## src/hw/gpwk_pkg.sv

```systemverilog
// Constants, register map and shared types for the GPIO edge and wake-up block.
// Assumes a 125 MHz system clock and a 32-bit Avalon-MM slave with byte addresses.
package gpwk_pkg;

    // ***************************************************************
    // Register map: printed offsets are word indices, byte = 4 x index
    // ***************************************************************
    localparam int         ADDR_W          = 18;
    localparam int         IDX_W           = 16;
    localparam logic [15:0] IDX_P0_RISE     = 16'hA028;
    localparam logic [15:0] IDX_P1_RISE     = 16'hA029;
    localparam logic [15:0] IDX_WAKE_CFG    = 16'hA02E;
    localparam logic [15:0] IDX_P0_FALL     = 16'hA038;
    localparam logic [15:0] IDX_P1_FALL     = 16'hA039;
    localparam logic [15:0] IDX_PIN_IRQ_EN  = 16'hA030;
    localparam logic [7:0]  REG_RESET       = 8'h00;
    localparam logic [1:0]  IRQ_EN_RESET    = 2'h0;

    // ***************************************************************
    // Wake configuration field layout
    // ***************************************************************
    localparam int CFG_RISE_BIT = 7;
    localparam int CFG_FALL_BIT = 6;
    localparam int CFG_FILT_LSB = 4;
    localparam int CFG_SRC_LSB  = 0;

    // Wake configuration as stored
    typedef struct packed {
        logic       wake_rise_enable;   // Bit 7 on write
        logic       wake_fall_enable;   // Bit 6 on write
        logic [1:0] filter_time_select; // 1, 2, 4 or 8 ms
        logic [3:0] wake_source_select; // 0-7 port 0, 8-15 port 1
    } gpwk_cfg_t;

    // ***************************************************************
    // Timing: filter base unit and its cycle count
    // ***************************************************************
    localparam int FILT_BASE_MS   = 1;
    localparam int CLK_FREQ_KHZ   = 125000;
    localparam int MS_CYCLES      = FILT_BASE_MS * CLK_FREQ_KHZ;
    localparam int PORT_W         = 8;

    // Filter sequencer states
    typedef enum logic [1:0] {
        GPWK_IDLE,
        GPWK_QUAL_RISE,
        GPWK_QUAL_FALL
    } gpwk_filt_state_t;

endpackage

```

## src/hw/gpwk_top.sv

```systemverilog
// Top of the GPIO edge interrupt and filtered wake-up block.
// Holds the Avalon-MM register slave, status latches and wake flags.
// Assumes pins are asynchronous and the CPU samples the two levels out.
//
// Decided for this implementation: the Avalon-MM slave port.
`timescale 1ns/100ps
module gpwk_top
    import gpwk_pkg::*;
#(
    parameter int P_MS_CYCLES = MS_CYCLES
) (
    input  wire logic              CLK_SYS,         // System clock, 125 MHz
    input  wire logic              RST_B,           // Async reset, active low
    input  wire logic [ADDR_W-1:0] AVS_ADDRESS,     // Byte address
    input  wire logic              AVS_READ,        // Read request
    input  wire logic              AVS_WRITE,       // Write request
    input  wire logic [31:0]       AVS_WRITEDATA,   // Write data
    input  wire logic [3:0]        AVS_BYTEENABLE,  // Byte lanes
    output logic      [31:0]       AVS_READDATA,    // Read data
    output logic                   AVS_WAITREQUEST, // Stall request
    input  wire logic [7:0]        P0_PIN,          // Port 0 pins
    input  wire logic [7:0]        P1_PIN,          // Port 1 pins
    output logic                   PIN_IRQ,         // Pin interrupt, high
    output logic                   CPU_WAKE_REQ     // CPU wake request, high
);

    // ***************************************************************
    // Elaboration checks
    // ***************************************************************
    generate
        if (P_MS_CYCLES < 2) begin : g_bad_ms
            $error("P_MS_CYCLES must be at least 2");
        end
    endgenerate

    // ***************************************************************
    // Pin edge detection
    // ***************************************************************
    logic [7:0] p0_level;   // Synchronised port 0
    logic [7:0] p1_level;   // Synchronised port 1
    logic [7:0] p0_rise;    // Port 0 rising pulses
    logic [7:0] p1_rise;    // Port 1 rising pulses
    logic [7:0] p0_fall;    // Port 0 falling pulses
    logic [7:0] p1_fall;    // Port 1 falling pulses

    // Port 0 synchroniser and edges
    gpwk_edge_cell #(
        .W      (PORT_W)
    ) u_edge_p0 (
        .clk    (CLK_SYS),
        .rst_b  (RST_B),
        .pin_in (P0_PIN),
        .level  (p0_level),
        .rise   (p0_rise),
        .fall   (p0_fall)
    );

    // Port 1 synchroniser and edges
    gpwk_edge_cell #(
        .W      (PORT_W)
    ) u_edge_p1 (
        .clk    (CLK_SYS),
        .rst_b  (RST_B),
        .pin_in (P1_PIN),
        .level  (p1_level),
        .rise   (p1_rise),
        .fall   (p1_fall)
    );

    // ***************************************************************
    // Avalon-MM slave: one wait cycle, then answer
    // ***************************************************************
    logic              ack_ff, nxt_ack;      // Answer cycle marker
    logic [31:0]       rdata_ff, nxt_rdata;  // Registered read data
    logic              req;                  // Read or write pending
    logic              wr_ok;                // Write takes effect now
    logic [IDX_W-1:0]  idx;                  // Word index
    logic [7:0]        wbyte;                // Lane 0 write data
    logic [31:0]       rd_mux;               // Read selection

    assign req             = AVS_READ | AVS_WRITE;
    assign idx             = AVS_ADDRESS[ADDR_W-1:2];
    assign wbyte           = AVS_WRITEDATA[7:0];
    assign wr_ok           = AVS_WRITE & ack_ff & AVS_BYTEENABLE[0];
    assign AVS_WAITREQUEST = req & ~ack_ff;
    assign AVS_READDATA    = rdata_ff;

    // ***************************************************************
    // Register state
    // ***************************************************************
    logic [7:0] p0_rise_status_ff, nxt_p0_rise_status;     // Rise latches port 0
    logic [7:0] p1_rise_status_ff, nxt_p1_rise_status;     // Rise latches port 1
    logic [7:0] p0_fall_status_ff, nxt_p0_fall_status;     // Fall latches port 0
    logic [7:0] p1_fall_status_ff, nxt_p1_fall_status;     // Fall latches port 1
    logic [7:0] p0_rise_detect_enable_ff, nxt_p0_rise_en;  // Rise enables port 0
    logic [7:0] p1_rise_detect_enable_ff, nxt_p1_rise_en;  // Rise enables port 1
    logic [7:0] p0_fall_detect_enable_ff, nxt_p0_fall_en;  // Fall enables port 0
    logic [7:0] p1_fall_detect_enable_ff, nxt_p1_fall_en;  // Fall enables port 1
    logic [1:0] port_pin_irq_enable_ff, nxt_irq_en;        // Per-port irq enable
    gpwk_cfg_t  cfg_ff, nxt_cfg;                           // Wake configuration
    logic       wake_rise_flag_ff, nxt_wake_rise_flag;     // Filtered rise flag
    logic       wake_fall_flag_ff, nxt_wake_fall_flag;     // Filtered fall flag
    logic       irq_ff, nxt_irq;                           // Registered interrupt
    logic       wake_ff, nxt_wake;                         // Registered wake

    // Write strobes per register
    logic wr_p0_rise;
    logic wr_p1_rise;
    logic wr_p0_fall;
    logic wr_p1_fall;
    logic wr_cfg;
    logic wr_irq_en;

    assign wr_p0_rise = wr_ok && (idx == IDX_P0_RISE);
    assign wr_p1_rise = wr_ok && (idx == IDX_P1_RISE);
    assign wr_p0_fall = wr_ok && (idx == IDX_P0_FALL);
    assign wr_p1_fall = wr_ok && (idx == IDX_P1_FALL);
    assign wr_cfg     = wr_ok && (idx == IDX_WAKE_CFG);
    assign wr_irq_en  = wr_ok && (idx == IDX_PIN_IRQ_EN);

    // ***************************************************************
    // Filtered wake path
    // ***************************************************************
    logic [15:0] all_level;   // Both ports, port 1 high
    logic [15:0] all_rise;
    logic [15:0] all_fall;
    logic        sel_level;   // Selected pin level
    logic        sel_rise;
    logic        sel_fall;
    logic        rise_hit;    // Qualified rising trigger
    logic        fall_hit;    // Qualified falling trigger

    assign all_level = {p1_level, p0_level};
    assign all_rise  = {p1_rise, p0_rise};
    assign all_fall  = {p1_fall, p0_fall};
    assign sel_level = all_level[cfg_ff.wake_source_select];
    assign sel_rise  = all_rise[cfg_ff.wake_source_select];
    assign sel_fall  = all_fall[cfg_ff.wake_source_select];

    // Noise filter for the one selected pin
    gpwk_wake_filter #(
        .P_MS_CYCLES (P_MS_CYCLES)
    ) u_filter (
        .clk         (CLK_SYS),
        .rst_b       (RST_B),
        .level       (sel_level),
        .rise_ev     (sel_rise),
        .fall_ev     (sel_fall),
        .rise_en     (cfg_ff.wake_rise_enable),
        .fall_en     (cfg_ff.wake_fall_enable),
        .filt_sel    (cfg_ff.filter_time_select),
        .rise_hit    (rise_hit),
        .fall_hit    (fall_hit)
    );

    // ***************************************************************
    // Read data selection
    // ***************************************************************
    // Status reads back, enables are write-only at the same address
    always_comb begin
        rd_mux = 32'h0000_0000;
        unique case (idx)
            IDX_P0_RISE:    rd_mux[7:0] = p0_rise_status_ff;
            IDX_P1_RISE:    rd_mux[7:0] = p1_rise_status_ff;
            IDX_P0_FALL:    rd_mux[7:0] = p0_fall_status_ff;
            IDX_P1_FALL:    rd_mux[7:0] = p1_fall_status_ff;
            IDX_WAKE_CFG:   rd_mux[7:0] = {wake_rise_flag_ff,
                                           wake_fall_flag_ff,
                                           cfg_ff.filter_time_select,
                                           cfg_ff.wake_source_select};
            IDX_PIN_IRQ_EN: rd_mux[1:0] = port_pin_irq_enable_ff;
            default:        rd_mux      = 32'h0000_0000;  // Unmapped reads zero
        endcase
    end

    // Bus handshake next values
    always_comb begin
        nxt_ack   = req & ~ack_ff;
        nxt_rdata = (AVS_READ & ~ack_ff) ? rd_mux : rdata_ff;
    end

    // ***************************************************************
    // Status, enables, flags: next values
    // ***************************************************************
    // Set wins over clear so an edge in the clearing cycle is kept
    always_comb begin
        nxt_p0_rise_en = wr_p0_rise ? wbyte : p0_rise_detect_enable_ff;
        nxt_p1_rise_en = wr_p1_rise ? wbyte : p1_rise_detect_enable_ff;
        nxt_p0_fall_en = wr_p0_fall ? wbyte : p0_fall_detect_enable_ff;
        nxt_p1_fall_en = wr_p1_fall ? wbyte : p1_fall_detect_enable_ff;
        nxt_irq_en     = wr_irq_en ? wbyte[1:0] : port_pin_irq_enable_ff;

        // Clear on written zero, set on enabled edge
        nxt_p0_rise_status = (p0_rise_status_ff & ~(wr_p0_rise ? ~wbyte : 8'h00))
                           | (p0_rise & p0_rise_detect_enable_ff);
        nxt_p1_rise_status = (p1_rise_status_ff & ~(wr_p1_rise ? ~wbyte : 8'h00))
                           | (p1_rise & p1_rise_detect_enable_ff);
        nxt_p0_fall_status = (p0_fall_status_ff & ~(wr_p0_fall ? ~wbyte : 8'h00))
                           | (p0_fall & p0_fall_detect_enable_ff);
        nxt_p1_fall_status = (p1_fall_status_ff & ~(wr_p1_fall ? ~wbyte : 8'h00))
                           | (p1_fall & p1_fall_detect_enable_ff);

        // Wake configuration fields
        nxt_cfg = cfg_ff;
        if (wr_cfg) begin
            nxt_cfg.wake_rise_enable   = wbyte[CFG_RISE_BIT];
            nxt_cfg.wake_fall_enable   = wbyte[CFG_FALL_BIT];
            nxt_cfg.filter_time_select = wbyte[CFG_FILT_LSB +: 2];
            nxt_cfg.wake_source_select = wbyte[CFG_SRC_LSB +: 4];
        end

        // Wake flags: only a written zero enable clears them
        nxt_wake_rise_flag = rise_hit
                           | (wake_rise_flag_ff & ~(wr_cfg & ~wbyte[CFG_RISE_BIT]));
        nxt_wake_fall_flag = fall_hit
                           | (wake_fall_flag_ff & ~(wr_cfg & ~wbyte[CFG_FALL_BIT]));

        // Interrupt from latched status gated per port
        nxt_irq = (|(p0_rise_status_ff | p0_fall_status_ff) & port_pin_irq_enable_ff[0])
                | (|(p1_rise_status_ff | p1_fall_status_ff) & port_pin_irq_enable_ff[1]);

        // Wake on any enabled edge interrupt or filtered flag
        nxt_wake = nxt_irq
                 | wake_rise_flag_ff | wake_fall_flag_ff;
    end

    // ***************************************************************
    // Register everything
    // ***************************************************************
    // All state clears at reset so every source starts disabled
    always_ff @(posedge CLK_SYS or negedge RST_B) begin
        if (!RST_B) begin
            ack_ff                   <= 1'b0;
            rdata_ff                 <= 32'h0000_0000;
            p0_rise_status_ff        <= REG_RESET;
            p1_rise_status_ff        <= REG_RESET;
            p0_fall_status_ff        <= REG_RESET;
            p1_fall_status_ff        <= REG_RESET;
            p0_rise_detect_enable_ff <= REG_RESET;
            p1_rise_detect_enable_ff <= REG_RESET;
            p0_fall_detect_enable_ff <= REG_RESET;
            p1_fall_detect_enable_ff <= REG_RESET;
            port_pin_irq_enable_ff   <= IRQ_EN_RESET;
            cfg_ff                   <= REG_RESET;
            wake_rise_flag_ff        <= 1'b0;
            wake_fall_flag_ff        <= 1'b0;
            irq_ff                   <= 1'b0;
            wake_ff                  <= 1'b0;
        end else begin
            ack_ff                   <= nxt_ack;
            rdata_ff                 <= nxt_rdata;
            p0_rise_status_ff        <= nxt_p0_rise_status;
            p1_rise_status_ff        <= nxt_p1_rise_status;
            p0_fall_status_ff        <= nxt_p0_fall_status;
            p1_fall_status_ff        <= nxt_p1_fall_status;
            p0_rise_detect_enable_ff <= nxt_p0_rise_en;
            p1_rise_detect_enable_ff <= nxt_p1_rise_en;
            p0_fall_detect_enable_ff <= nxt_p0_fall_en;
            p1_fall_detect_enable_ff <= nxt_p1_fall_en;
            port_pin_irq_enable_ff   <= nxt_irq_en;
            cfg_ff                   <= nxt_cfg;
            wake_rise_flag_ff        <= nxt_wake_rise_flag;
            wake_fall_flag_ff        <= nxt_wake_fall_flag;
            irq_ff                   <= nxt_irq;
            wake_ff                  <= nxt_wake;
        end
    end

    // Registered outputs avoid glitches on the wake line
    assign PIN_IRQ      = irq_ff;
    assign CPU_WAKE_REQ = wake_ff;

endmodule

```

## src/hw/gpwk_edge_cell.sv

```systemverilog
// Pin synchroniser and edge detector for one port of pins.
// Assumes pins are asynchronous to CLK_SYS; outputs are in the clock domain.
`timescale 1ns/100ps
module gpwk_edge_cell
    import gpwk_pkg::*;
#(
    parameter int W = PORT_W
) (
    input  wire logic         clk,    // System clock
    input  wire logic         rst_b,  // Async reset, active low
    input  wire logic [W-1:0] pin_in, // Raw pins
    output logic      [W-1:0] level,  // Synchronised level
    output logic      [W-1:0] rise,   // One-cycle rising pulse
    output logic      [W-1:0] fall    // One-cycle falling pulse
);

    // ***************************************************************
    // Two-stage synchroniser plus previous sample
    // ***************************************************************
    logic [W-1:0] sync1_ff;     // First stage, read only by sync2
    logic [W-1:0] sync2_ff;     // Stable sample
    logic [W-1:0] prev_ff;      // Sample one cycle older
    logic [W-1:0] nxt_sync1;
    logic [W-1:0] nxt_sync2;
    logic [W-1:0] nxt_prev;

    // Next values of the sample chain
    always_comb begin
        nxt_sync1 = pin_in;
        nxt_sync2 = sync1_ff;
        nxt_prev  = sync2_ff;
    end

    // Register the chain; reset to low, so a pin that is high at release shows a rising edge
    always_ff @(posedge clk or negedge rst_b) begin
        if (!rst_b) begin
            sync1_ff <= '0;
            sync2_ff <= '0;
            prev_ff  <= '0;
        end else begin
            sync1_ff <= nxt_sync1;
            sync2_ff <= nxt_sync2;
            prev_ff  <= nxt_prev;
        end
    end

    // Edges from current against previous sample
    assign level = sync2_ff;
    assign rise  = sync2_ff & ~prev_ff;
    assign fall  = ~sync2_ff & prev_ff;

endmodule

```

## src/hw/gpwk_wake_filter.sv

```systemverilog
// Noise filter behind edge detection for the single selected wake pin.
// Assumes level and edge pulses are already synchronous to the clock.
`timescale 1ns/100ps
module gpwk_wake_filter
    import gpwk_pkg::*;
#(
    parameter int P_MS_CYCLES = MS_CYCLES
) (
    input  wire logic       clk,      // System clock
    input  wire logic       rst_b,    // Async reset, active low
    input  wire logic       level,    // Selected pin level
    input  wire logic       rise_ev,  // Selected pin rising pulse
    input  wire logic       fall_ev,  // Selected pin falling pulse
    input  wire logic       rise_en,  // Rising wake enabled
    input  wire logic       fall_en,  // Falling wake enabled
    input  wire logic [1:0] filt_sel, // Filter time code
    output logic            rise_hit, // Qualified rising trigger
    output logic            fall_hit  // Qualified falling trigger
);

    localparam int CYC_W = $clog2(P_MS_CYCLES);

    // ***************************************************************
    // Qualification state and timers
    // ***************************************************************
    gpwk_filt_state_t state_ff, nxt_state;
    logic [CYC_W-1:0] cyc_ff, nxt_cyc;  // Cycles inside current ms
    logic [3:0]       ms_ff, nxt_ms;    // Whole ms of stable level
    logic [3:0]       ms_target;        // 1, 2, 4 or 8
    logic             ms_wrap;          // Last cycle of a ms

    assign ms_target = 4'h1 << filt_sel;
    assign ms_wrap   = (cyc_ff == CYC_W'(P_MS_CYCLES - 1));

    // Next state; restarting the divider at the edge keeps the time exact
    always_comb begin
        nxt_state = state_ff;
        nxt_cyc   = ms_wrap ? '0 : cyc_ff + 1'b1;
        nxt_ms    = ms_wrap ? ms_ff + 4'h1 : ms_ff;
        rise_hit  = 1'b0;
        fall_hit  = 1'b0;
        unique case (state_ff)
            GPWK_IDLE: begin
                nxt_cyc = '0;
                nxt_ms  = 4'h0;
                if (rise_ev && rise_en) begin
                    nxt_state = GPWK_QUAL_RISE;
                end else if (fall_ev && fall_en) begin
                    nxt_state = GPWK_QUAL_FALL;
                end
            end
            GPWK_QUAL_RISE: begin
                if (!rise_en) begin
                    nxt_state = GPWK_IDLE;
                end else if (!level) begin
                    nxt_cyc   = '0;
                    nxt_ms    = 4'h0;
                    nxt_state = fall_en ? GPWK_QUAL_FALL : GPWK_IDLE;
                end else if (ms_wrap && (nxt_ms == ms_target)) begin
                    rise_hit  = 1'b1;
                    nxt_state = GPWK_IDLE;
                end
            end
            GPWK_QUAL_FALL: begin
                if (!fall_en) begin
                    nxt_state = GPWK_IDLE;
                end else if (level) begin
                    nxt_cyc   = '0;
                    nxt_ms    = 4'h0;
                    nxt_state = rise_en ? GPWK_QUAL_RISE : GPWK_IDLE;
                end else if (ms_wrap && (nxt_ms == ms_target)) begin
                    fall_hit  = 1'b1;
                    nxt_state = GPWK_IDLE;
                end
            end
            default: begin
                nxt_state = GPWK_IDLE;
            end
        endcase
    end

    // Register the filter state
    always_ff @(posedge clk or negedge rst_b) begin
        if (!rst_b) begin
            state_ff <= GPWK_IDLE;
            cyc_ff   <= '0;
            ms_ff    <= 4'h0;
        end else begin
            state_ff <= nxt_state;
            cyc_ff   <= nxt_cyc;
            ms_ff    <= nxt_ms;
        end
    end

endmodule

```

## config.mk

```make
export PLATFORM = sky130hd
export DESIGN_NAME = gpwk_top
export DESIGN_NICKNAME = d
export VERILOG_FILES = /design/src/hw/gpwk_pkg.sv /design/src/hw/gpwk_top.sv /design/src/hw/gpwk_edge_cell.sv /design/src/hw/gpwk_wake_filter.sv
export SDC_FILE = /design/constraint.sdc
export NUM_CORES = 1
export LEC_CHECK = 0
export BUFFER_PORTS_ARGS = -buffer_cell sky130_fd_sc_hd__buf_2
export CORE_MARGIN = 8
export CORE_UTILIZATION = 36
export CTS_BUF_LIST = sky130_fd_sc_hd__clkbuf_4 sky130_fd_sc_hd__clkbuf_8 sky130_fd_sc_hd__clkbuf_16
export DETAILED_ROUTE_END_ITERATION = 10
export GPL_TIMING_DRIVEN = 0
export PLACE_DENSITY_LB_ADDON = 0.25
export SYNTH_ARGS = -nofsm -noshare
export SYNTH_HDL_FRONTEND = slang
export SYNTH_SLANG_ARGS = --single-unit
```

## constraint.sdc

```tcl
create_clock -name CLK_SYS -period 5.8 [get_ports CLK_SYS]
set_input_delay 1.16 -clock CLK_SYS [delete_from_list [all_inputs] [get_ports CLK_SYS]]
set_output_delay 1.16 -clock CLK_SYS [all_outputs]
set_load 0.01 [all_outputs]
```

==> metrics <==
RSZ-0062 raised after global routing false; CP required 6.11 ns; via count 4952; Netlist Area Pre-Place 6910 um2; Seq/Total Area, Yosys 57.2%; cell taking the most area after synthesis dfrtp_1; Area Overhead vs Synth 18.6%; crit path DAT 3.29 ns; cts repair resizes 0; Total GRT Usage 14.7%; Tot Pwr 2360 uW; Rows 50; Area contributors post-synth dfrtp_1 (57%), nand2_1 (5.7%), mux2_2 (5.5%); Pleak 0.00358 uW; cts bufs inserted 17; Total Wirelength 16800 um; initial antenna violation count 0; Top reg by flops u_filter.cyc_ff; maximum clock rate 336 MHz; CTS max path bufs 2; post-CTS setup buffers 0; # fillers 1778; first-pass GRT wire length 27700 um; Post-synth EDFFs 0; most frequent cell on the critical path nand3_1; fin crit share 51.3%; Setup crit end kind flop; post-route cell area 8190 um2; Max Cap Viol 0; hpwl dp 12300 um; Max Fanout on Critical Path 10; DR pass1 iterations 6; crit path launch type primary input; final setup vio count 0; Die ar. 23900 um2; clock root cell clkbuf_16; Clock transition at path regs 0.07 ns; peak supply drop 0.233 mV; crit path kind in -> reg; Via-to-Cell Ratio 5.23; Fin. Hold Viols 0; DRC Markers 0; crit-path leading delay family simple AND/OR/NAND/NOR gates; fin. max-slew vios 0; most frequent cell after synthesis dfrtp_1; Clk Latency, worst-skew pair 0.43 ns; flops & latches, synth 158; final net count 776; Final min period 2.97 ns; PwrDens 288 nW/um2; number of top-level pins 109; die width 155 um; RD Place Congestion 0.808; vias in the first global route 5163; Synth warnings 0; 1st-iter DRT viols 338; initial core utilization 36.8%; Yosys top cell area share 57.2%; status complete, no violations; final setup skew 0.0114 ns; number of flip-flops in the largest register 17; actual slew at the worst max-slew pin 0.754 ns; DP Area 7570 um2; Cell Chain, Critical Path buf_2 -> nor4b_2 -> nand3_1 -> nor2_1 -> nand3_1 -> clkbuf_1 -> mux2_2; layout cell share with drive strength beyond 1 23.8%; ys flop type dfrtp_1; number of H-tree levels 4; Slew headroom 49.8%; n_diodes 0; ANT nets after route 0; CTS Sinks 158; critical-path cell with the highest stage delay nor4b_2; synth cell count leaders dfrtp_1 (158), nand2_1 (104), nor2_1 (35); worst path bufs/invs 2; CTS tree yes; max incr delay on CP 0.52 ns; Post-CTS Hold Buffers 0; # port buffers 51; Yosys cell types 48; worst hold slack 0.347 ns; Syn Area/Cell 11.4 um2; Synth Instances 606; GRT overflow 0; largest net degree at the start of global routing 82; Die Y 155 um; WL per Instance 17.7 um; core area 18800 um2; fraction of registers with async set/reset 100%; worst hold path type reg -> reg; setup_tns 0 ns
==> layout make-up <==
class | count | area [um2] | share of cell area [%]
clock buffer | 17 | 425 | 5.19
buffer | 43 | 263 | 3.21
multi-input combinational | 426 | 2770 | 33.8
inverter | 2 | 7.51 | 0.0917
sequential | 158 | 3950 | 48.3
timing repair buffer | 52 | 289 | 3.53
tap | 234 | 293 | 3.58
clock inverter | 15 | 189 | 2.31
==> worst paths after layout <==
| path | startpoint | end | cells after the start | slack [ns] |
|---|---|---|---|---|
| max | AVS_ADDRESS[13] | p0_rise_detect_enable_ff[6] | 7 | 2.83 |
| min | u_edge_p0.nxt_sync2[7] | u_edge_p0.level[7] | 0 | 0.35 |
| max reg2reg | cfg_ff[1] | u_filter.state_ff[1] | 6 | 3.18 |
| min reg2reg | u_edge_p0.nxt_sync2[7] | u_edge_p0.level[7] | 0 | 0.35 |
| max in group asynchronous | RST_B | u_edge_p0.nxt_sync2[4] | 2 | 4.22 |
| min in group asynchronous | RST_B | p0_rise_detect_enable_ff[0] | 1 | 0.77 |
==> where the power goes <==
part / total, uW / switching (uW) / internal, uW
logic: 105 / 64.4 / 40.6
registers: 1130 / 10.1 / 1120
clock network: 1120 / 535 / 588
==> cells by family after synthesis <==
logic type | count (synthesis) | synth area share, %
AOI/OAI and AO/OA | 79 | 7.26
xor gates and xnor gates | 18 | 2.28
adders and majority gates | 2 | 0.362
buffers and inverters | 45 | 3.91
DFF | 158 | 57.2
muxes | 52 | 10.7
other | 1 | 0.0543
and+or+nand+nor | 251 | 18.2
==> worst reg2reg max path, cell delays in order, from the launching register on <==
cell,delay (ns)
dfrtp_1,0.50
buf_1,0.62
mux4_2,0.46
mux4_2,0.52
nand3b_1,0.15
a31o_2,0.18
a41oi_1,0.05
==> per-stage QoR <==
step	setup WS (ns)	utilization [%]	cells
3_5_place_dp	2.41	40.4	915
3_3_place_gp	1.27	40.2	914
2_1_floorplan	3.00	-	629
4_1_cts	2.87	43.6	947
6_report	2.83	43.6	947
5_1_grt	2.55	43.6	947
==> metal layers <==
layer / vias up / GRT usage, % / routed length (um)
met5: - / 0 / 0
met1: 2477 / 19.0 / 7620
met2: 173 / 23.3 / 7820
met4: 0 / 4.29 / 164
met3: 16 / 4.51 / 1180
li1: 2286 / - / -
==> cell usage in the layout (no fill, tap or decap), types with 3 or more instances in the layout <==
master       n
nor2_1      35
nand4_1     10
a21o_1       8
buf_4       24
and3_1       8
clkinv_8     6
o21ai_1      3
mux2_2      34
inv_6        3
nand2b_1     3
a22oi_1      8
o21ai_0     34
nand3b_1     4
a21oi_1     10
nand3_1     16
xnor2_1      7
nand4b_1     3
nor4_1      11
mux4_2      14
or3_1        4
a22o_1       3
clkbuf_16   17
buf_2       59
dfrtp_1    158
clkbuf_1     8
nor2b_1     34
xor2_1      11
conb_1      24
nand2_1    104
inv_8        5
a222oi_1     8
mux2i_1      4
and2_1       4
(Power assumes the default switching activity.)
